==> src/pmu_defs.svh <==
// constants of the unit performance monitor: field positions, offsets, resets
// assumes inclusion by bare name from every design file that needs them
`ifndef PMU_DEFS_SVH
`define PMU_DEFS_SVH

// unit control fields
`define PMU_UCTL_FRZ 8
`define PMU_UCTL_RST_CTRS 1
`define PMU_UCTL_RST_CTRL 0

// counter control fields
`define PMU_CTL_THR_LO 24
`define PMU_CTL_THR_HI 31
`define PMU_CTL_INVERT 23
`define PMU_CTL_EN 22
`define PMU_CTL_NOTIFY 20
`define PMU_CTL_EDGE 18
`define PMU_CTL_CLR 17
`define PMU_CTL_UMASK_LO 8
`define PMU_CTL_UMASK_HI 15
`define PMU_CTL_EVSEL_LO 0
`define PMU_CTL_EVSEL_HI 7
`define PMU_CTL_RW_MASK 32'hffd4ffff

// counter data
`define PMU_CTR_W 48
`define PMU_CTR_PAD 16'h0000
`define PMU_CTR_ALL_ONES 48'hffffffffffff

// reset values
`define PMU_RST_CTL 32'h00000000
`define PMU_RST_CTR 48'h000000000000
`define PMU_RST_WORD 64'h0000000000000000

// register index map
`define PMU_ADDR_UCTL 8'h00
`define PMU_ADDR_USTAT 8'h01
`define PMU_ADDR_CTL_BASE 8'h10
`define PMU_ADDR_CTR_BASE 8'h20

// subevent lanes per event
`define PMU_SUBEVENTS 8

`endif

==> src/pmu_pkg.sv <==
// types shared by the unit performance monitor files
// assumes nothing of its surroundings
`default_nettype none
package pmu_pkg;
    typedef logic [47:0] pmu_count_t;
    typedef logic [31:0] pmu_ctl_t;
    typedef logic [63:0] pmu_word_t;
    typedef logic [7:0] pmu_addr_t;
    typedef logic [7:0] pmu_byte_t;
endpackage
`default_nettype wire

==> src/pmu_counter.sv <==
// one counter with its event shaping: subevent sum, threshold, invert, edge
// assumes event increments come from logic on the same clock
`include "pmu_defs.svh"
`default_nettype none
module pmu_counter #(
    parameter int EVENTS = 8,
    parameter int INC_W = 8
) (
    input wire logic clk,
    input wire logic srst,
    input wire logic [EVENTS*`PMU_SUBEVENTS*INC_W-1:0] event_inc,
    input wire pmu_pkg::pmu_ctl_t ctl,
    input wire logic freeze,
    input wire logic clr,
    input wire logic wr,
    input wire pmu_pkg::pmu_count_t wdata,
    output logic [`PMU_CTR_W-1:0] value,
    output logic ovf
);
    import pmu_pkg::*;
    localparam int SUM_W = INC_W + 3;

    logic [SUM_W-1:0] inc;
    logic prev_qual;
    pmu_byte_t thresh, evsel, umask;
    logic invert, edge_mode, thr_on, cmp, qual, edge_hit, run;
    logic [`PMU_CTR_W-1:0] step;
    logic [`PMU_CTR_W:0] sum;
    pmu_count_t next_value;

    assign thresh = ctl[`PMU_CTL_THR_HI:`PMU_CTL_THR_LO];
    assign umask = ctl[`PMU_CTL_UMASK_HI:`PMU_CTL_UMASK_LO];
    assign evsel = ctl[`PMU_CTL_EVSEL_HI:`PMU_CTL_EVSEL_LO];
    assign invert = ctl[`PMU_CTL_INVERT];
    assign edge_mode = ctl[`PMU_CTL_EDGE];

    always_comb begin
        inc = '0;
        for (int s = 0; s < `PMU_SUBEVENTS; s++) begin
            if (umask[s] && int'(evsel) < EVENTS) begin
                inc = inc + SUM_W'(event_inc[(int'(evsel) * `PMU_SUBEVENTS + s) * INC_W +: INC_W]);
            end
        end
    end

    assign thr_on = thresh != 8'h00;
    assign cmp = invert ? (SUM_W'(thresh) > inc) : (inc >= SUM_W'(thresh));
    // with a zero level the edge stage sees any activity as one
    assign qual = thr_on ? cmp : (inc != '0);
    assign edge_hit = invert ? (prev_qual & ~qual) : (~prev_qual & qual);
    assign step = edge_mode ? `PMU_CTR_W'(edge_hit) :
                  thr_on ? `PMU_CTR_W'(cmp) : `PMU_CTR_W'(inc);
    assign run = ctl[`PMU_CTL_EN] & ~freeze;
    assign sum = {1'b0, value} + {1'b0, step};
    // the carry leaves on ovf while the stored count wraps and keeps going
    assign next_value = clr ? `PMU_RST_CTR : wr ? wdata : run ? sum[`PMU_CTR_W-1:0] : value;
    assign ovf = ~clr & ~wr & run & sum[`PMU_CTR_W];

    always_ff @(posedge clk) begin
        if (srst) begin
            value <= `PMU_RST_CTR;
            prev_qual <= 1'b0;
        end else begin
            value <= next_value;
            prev_qual <= qual;
        end
    end
endmodule
`default_nettype wire

==> src/pmu_unit.sv <==
// unit performance monitor: unit control, wrap status, counter pairs, hub message
// assumes a same-clock register port and a same-clock hub (freeze in, message out)
`include "pmu_defs.svh"
`default_nettype none
module pmu_unit #(
    parameter int PAIRS = 4,
    parameter int EVENTS = 8,
    parameter int INC_W = 8,
    parameter int UNIT_W = 8,
    parameter logic [UNIT_W-1:0] UNIT_ID = 8'h02
) (
    input wire logic CLOCK,
    input wire logic SRST,
    input wire logic REG_WR,
    input wire logic REG_RD,
    input wire pmu_pkg::pmu_addr_t REG_ADDR,
    input wire pmu_pkg::pmu_word_t REG_WDATA,
    output pmu_pkg::pmu_word_t REG_RDATA,
    output logic REG_RVALID,
    input wire logic [EVENTS*`PMU_SUBEVENTS*INC_W-1:0] EVENT_INC,
    input wire logic GLOBAL_FREEZE,
    output logic OVF_MSG,
    output logic [UNIT_W-1:0] OVF_UNIT,
    output logic UNIT_FROZEN
);
    import pmu_pkg::*;
    localparam int IDX_W = PAIRS > 1 ? $clog2(PAIRS) : 1;

    function automatic logic pair_hit(input pmu_addr_t addr, input pmu_addr_t base);
        pair_hit = (addr >= base) && (int'(addr - base) < PAIRS);
    endfunction

    function automatic logic [IDX_W-1:0] pair_idx(input pmu_addr_t addr, input pmu_addr_t base);
        pmu_addr_t d;
        d = addr - base;
        pair_idx = d[IDX_W-1:0];
    endfunction

    // register selection
    logic sel_uctl, sel_ustat, hit_ctl, hit_ctr;
    logic [IDX_W-1:0] idx_ctl, idx_ctr;
    logic wr_uctl, wr_ustat, rst_ctrs, rst_ctrl, freeze;

    assign sel_uctl = REG_ADDR == `PMU_ADDR_UCTL;
    assign sel_ustat = REG_ADDR == `PMU_ADDR_USTAT;
    assign hit_ctl = pair_hit(REG_ADDR, `PMU_ADDR_CTL_BASE);
    assign hit_ctr = pair_hit(REG_ADDR, `PMU_ADDR_CTR_BASE);
    assign idx_ctl = pair_idx(REG_ADDR, `PMU_ADDR_CTL_BASE);
    assign idx_ctr = pair_idx(REG_ADDR, `PMU_ADDR_CTR_BASE);
    assign wr_uctl = REG_WR & sel_uctl;
    assign wr_ustat = REG_WR & sel_ustat;
    // bits 17:16 are taken as written; only the three live bits act
    assign rst_ctrs = wr_uctl & REG_WDATA[`PMU_UCTL_RST_CTRS];
    assign rst_ctrl = wr_uctl & REG_WDATA[`PMU_UCTL_RST_CTRL];

    logic frz;
    assign freeze = frz | GLOBAL_FREEZE;

    // counter pairs
    pmu_ctl_t ctl [PAIRS];
    pmu_ctl_t next_ctl [PAIRS];
    logic [`PMU_CTR_W-1:0] ctr_val [PAIRS];
    logic [PAIRS-1:0] ctl_wr, ctr_wr, ctr_clr, ovf, notify, w1c;
    logic [PAIRS-1:0] status, next_status, msg_req;

    genvar g;
    generate
        for (g = 0; g < PAIRS; g++) begin : g_pair
            assign ctl_wr[g] = REG_WR & hit_ctl & (idx_ctl == IDX_W'(g));
            assign ctr_wr[g] = REG_WR & hit_ctr & (idx_ctr == IDX_W'(g));
            assign ctr_clr[g] = rst_ctrs | (ctl_wr[g] & REG_WDATA[`PMU_CTL_CLR]);
            // reserved and write-only control bits are never stored
            assign next_ctl[g] = rst_ctrl ? `PMU_RST_CTL :
                                 ctl_wr[g] ? (REG_WDATA[31:0] & `PMU_CTL_RW_MASK) : ctl[g];
            assign notify[g] = ctl[g][`PMU_CTL_NOTIFY];
            assign w1c[g] = wr_ustat & REG_WDATA[g];
            // only a fresh wrap notifies, so a standing flag blocks refreezing
            assign msg_req[g] = ovf[g] & notify[g] & ~status[g];

            pmu_counter #(
                .EVENTS(EVENTS),
                .INC_W(INC_W)
            ) u_ctr (
                .clk(CLOCK),
                .srst(SRST),
                .event_inc(EVENT_INC),
                .ctl(ctl[g]),
                .freeze(freeze),
                .clr(ctr_clr[g]),
                .wr(ctr_wr[g]),
                .wdata(REG_WDATA[`PMU_CTR_W-1:0]),
                .value(ctr_val[g]),
                .ovf(ovf[g])
            );
        end
    endgenerate

    // a wrap in the clearing cycle survives the clear
    assign next_status = (status & ~w1c) | ovf;

    // read selection
    pmu_word_t rd_mux;
    assign rd_mux = sel_ustat ? 64'(status) :
                    hit_ctl ? {32'h00000000, ctl[idx_ctl]} :
                    hit_ctr ? {`PMU_CTR_PAD, ctr_val[idx_ctr]} :
                    `PMU_RST_WORD;

    always_ff @(posedge CLOCK) begin
        if (SRST) begin
            frz <= 1'b0;
        end else if (wr_uctl) begin
            frz <= REG_WDATA[`PMU_UCTL_FRZ];
        end
    end

    always_ff @(posedge CLOCK) begin
        for (int i = 0; i < PAIRS; i++) begin
            ctl[i] <= SRST ? `PMU_RST_CTL : next_ctl[i];
        end
    end

    always_ff @(posedge CLOCK) begin
        if (SRST) begin
            status <= '0;
        end else begin
            status <= next_status;
        end
    end

    always_ff @(posedge CLOCK) begin
        if (SRST) begin
            OVF_MSG <= 1'b0;
            OVF_UNIT <= '0;
        end else begin
            OVF_MSG <= |msg_req;
            OVF_UNIT <= UNIT_ID;
        end
    end

    always_ff @(posedge CLOCK) begin
        if (SRST) begin
            REG_RDATA <= `PMU_RST_WORD;
            REG_RVALID <= 1'b0;
            UNIT_FROZEN <= 1'b0;
        end else begin
            REG_RDATA <= REG_RD ? rd_mux : `PMU_RST_WORD;
            REG_RVALID <= REG_RD;
            UNIT_FROZEN <= freeze;
        end
    end
endmodule
`default_nettype wire

==> config.mk <==
export PLATFORM = sky130hd
export DESIGN_NAME = pmu_unit
export DESIGN_NICKNAME = d
export VERILOG_FILES = /design/src/pmu_pkg.sv /design/src/pmu_counter.sv /design/src/pmu_unit.sv
export VERILOG_INCLUDE_DIRS = /design/src
export SDC_FILE = /design/constraint.sdc
export NUM_CORES = 2
export LEC_CHECK = 0
export BUFFER_PORTS_ARGS = -buffer_cell sky130_fd_sc_hd__buf_2
export CAP_MARGIN = 15
export CORE_MARGIN = 10
export CORE_UTILIZATION = 39
export DETAILED_ROUTE_END_ITERATION = 7
export PLACE_DENSITY_LB_ADDON = 0.3
export RECOVER_POWER = 50
export SLEW_MARGIN = 25
export SYNTH_ARGS = -nofsm -noshare
export SYNTH_HDL_FRONTEND = slang
export SYNTH_SLANG_ARGS = --single-unit
==> constraint.sdc <==
create_clock -name CLOCK -period 17 [get_ports CLOCK]
set_clock_uncertainty 0.2 [all_clocks]
set_input_delay 1.7 -clock CLOCK [delete_from_list [all_inputs] [get_ports CLOCK]]
set_output_delay 1.7 -clock CLOCK [all_outputs]
set_load 0.02 [all_outputs]
==> flow_summary.ini <==
[synth]
ys.warnings.count = 0
synthCells = 5599
yosysUniqueCellTypes = 96
async_flop_share_pct = 0
synth_area_um2 = 49600
ys_ff_latch = 365
synth_edf_count = 0
synth.avg_cell_area_um2 = 8.86
yosysSeqAreaShare_pct = 14.7
synth_ff_type = dfxtp_1

[floorplan]
start_util_pct = 39.4
io_pins = 664
fp.dieW_um = 377
die_area_um2 = 142000
die_height_um = 377
num_rows = 130
fp.coreArea_um2 = 126000

[detailed_routing]
post_drt_wl_per_cell_um = 32.3
firstDrtPassIters = 8
drcViolationCount = 0
vias = 50956
wl_um = 251000
ant_nets = 0
viasPerCell = 6.55
drtIter0Drc = 7132

[global_route]
grtUsageTotal_pct = 33.6
grt_pass1_vias = 46820
grt_max_degree = 79
antenna_found_initial = 171
globalRouteOverflowTotal = 0
grt_pass1_wl_um = 349000

[clocking]
cts_tree = built
htree_num_levels = 2
clockBufferDepth = 3
worstSkewPairLatency_ns = 0.58
path_clk_slew_ns = 0.06
cts-root-buf = clkbuf_16
clock-sinks = 365
cts_buffers = 41
cts_hold_buf = 0

[sta]
setup_viol = 0
max-slew-margin-rel_pct = -103
drv_slew = 252
finalCriticalPeriod_ns = 16.20
fmax_ghz = 0.0617
finalCritPeriodShare_pct = 95.3
tns_ns = 0
hold_violations = 0
tightest_slew_ns = 3.05
rsz0062_at_grt = no
finalWorstSetupSlack_ns = 0.805

[worst_setup_path]
worstSetupPathType = primary input to flop
cp_max_fo = 7
arrival_ns = 16.38
crit_top_cell = ha_1
endpoint_kind = flop
critPathLaunchType = primary input
critPathRequiredTime_ns = 17.19
cp_slowest_cell = mux2i_1
r2r_slack_ns = 1.03
critical_path.max_stage_delay_ns = 0.82

[finish]
stdcell_area_um2 = 55800
nNetsFinal = 6930
drive_gt1_share_pct = 24.1
areaGrowthSynthToFinish_pct = 12.6

[job]
max_cap_viol_count = 7

[place]
place_congestion = 1.07
place_area_um2 = 54300
io_buffers = 624
dpl.hpwl_um = 205000
pre_cts_ws_ns = 0.811

[pwr]
p_per_area_nw_per_um2 = 44.1
leakagePower_uw = 0.0209
peakVddDrop_uv = 56.3

[hold_path]
hold_class = flop to flop

[status]
status = finished, violations left
violations = max-capacitance violations, max-slew violations
-- state kept, by name, summed over array words and instances (netlist names) --
register                count
OVF_MSG                     1
g_pair.u_ctr.prev_qual      4
REG_RDATA                  48
UNIT_FROZEN                 1
frz                         1
status                      4
OVF_UNIT                    1
g_pair.u_ctr.value        192
REG_RVALID                  1
ctl                       112
-- what timing repair did --
item                                    4_1_cts  5_1_grt
endpoints found under the setup margin        0        1
resized for setup                             0        1
setup buffers                                 0        0
-- logic make-up (layout without fill, tap and decap cells) --
group / count (synthesis) / in the layout / synth area share [%]
DFF: 365 / 365 / 14.7
other: 1 / 121 / 0.00756
xor gates and xnor gates: 353 / 353 / 6.34
buffers and inverters: 502 / 916 / 4.02
AOI/OAI and AO/OA: 1237 / 1237 / 15.7
muxes: 906 / 906 / 33.2
and+or+nand+nor: 1898 / 1898 / 17.0
adders and majority gates: 337 / 337 / 8.98
-- critical path: cells and delay by family --
family	cells	cell delay (ns)
mux	2	1.29
simple gates	18	2.14
xor+xnor	4	0.59
compound gates	29	6.50
fa+ha+maj	11	3.40
buf+inv	6	0.71
-- through the flow --
stage,instances,hold slack [ns],power (uW),util (%)
final,7783,0.273,2460,44.3
after global routing,7756,0.298,2530,44.3
after CTS,7685,0.268,2440,44.2
after detailed placement,7612,0.259,1500,43.1
after global placement,7612,0.255,1490,43.1
after floorplan,5621,0.241,1240,-
-- area by class of cell --
class | count | area [um^2]
antenna | 98 | 245
clock inverter | 21 | 245
multi-input combinational | 4754 | 40500
timing repair buffer | 728 | 3840
fill | 12407 | 70100
inverter | 115 | 432
clock buffer | 52 | 1160
tap | 1650 | 2060
sequential | 365 | 7350
-- power by group --
| group | total [uW] | leakage [uW] | switching (uW) | internal (uW) |
|---|---|---|---|---|
| sequential | 877 | 0.00295 | 14.1 | 863 |
| combinational | 634 | 0.0173 | 374 | 260 |
| clock | 948 | 0.000693 | 390 | 558 |
-- routing by layer --
layer	vias to the layer above	GRT usage (%)	share of wire, %
li1	22010	-	-
met5	-	0	0.20
met1	24622	40.5	35
met3	790	12.2	14
met4	78	21.9	7.9
met2	3456	50.3	43
-- placed cells by master, fill, tap and decap left out, types with 25 or more instances in the layout --
cell type | Yosys | layout
and3_1 | 95 | 94
buf_4 | 25 | 102
xor2_1 | 142 | 142
clkbuf_1 | 269 | 58
a21oi_1 | 405 | 405
mux4_2 | 588 | 588
xnor2_1 | 206 | 206
clkbuf_16 | 0 | 41
a21o_1 | 90 | 90
nor2_1 | 712 | 708
nand2b_1 | 25 | 25
mux2_2 | 44 | 44
dfxtp_1 | 365 | 353
o21bai_1 | 53 | 53
buf_2 | 9 | 569
o21a_1 | 56 | 56
nand3_1 | 127 | 124
ha_1 | 304 | 304
diode_2 | 0 | 98
nand2_1 | 631 | 630
mux2i_1 | 273 | 268
nor2b_1 | 46 | 46
nand4_1 | 36 | 36
a211oi_1 | 138 | 138
nor3_1 | 67 | 65
and2_1 | 34 | 34
fa_1 | 32 | 32
or2_2 | 25 | 26
inv_1 | 115 | 115
o21ai_0 | 251 | 251
o211ai_1 | 55 | 55
-- path summary, 6_finish.rpt --
kind / start / end / cells past startpoint
max: EVENT_INC[456] / OVF_MSG / 70
min: ctl[2][20] / ctl[2][20] / 2
max reg2reg: ctl[0][0] / OVF_MSG / 69
min reg2reg: ctl[2][20] / ctl[2][20] / 2
-- synth_stat cells, drive strengths merged (17+ instances only) --
library cell  instances  area (um^2)
a211o                17          149
a211oi              141         1080
a21o                 90          676
a21oi               406         2040
a31oi                20          125
and2                 35          219
and3                 95          594
buf                 116          541
clkbuf              271         1020
dfxtp               365         7310
fa                   32          641
ha                  304         3800
inv                 115          432
mux2                 45          510
mux2i               273         2730
mux4                588        13200
nand2               631         2370
nand2b               25          156
nand3               128          646
nand4                36          225
nor2                712         2670
nor2b                46          288
nor3                 67          335
nor4                 20          131
o211ai               55          413
o21a                 56          420
o21ai               262         1310
o21bai               53          398
o22ai                20          125
or2                  27          169
or3                  22          138
xnor2               208         1840
xor2                143         1260
No activity file was read; power rests on OpenSTA's default activity.
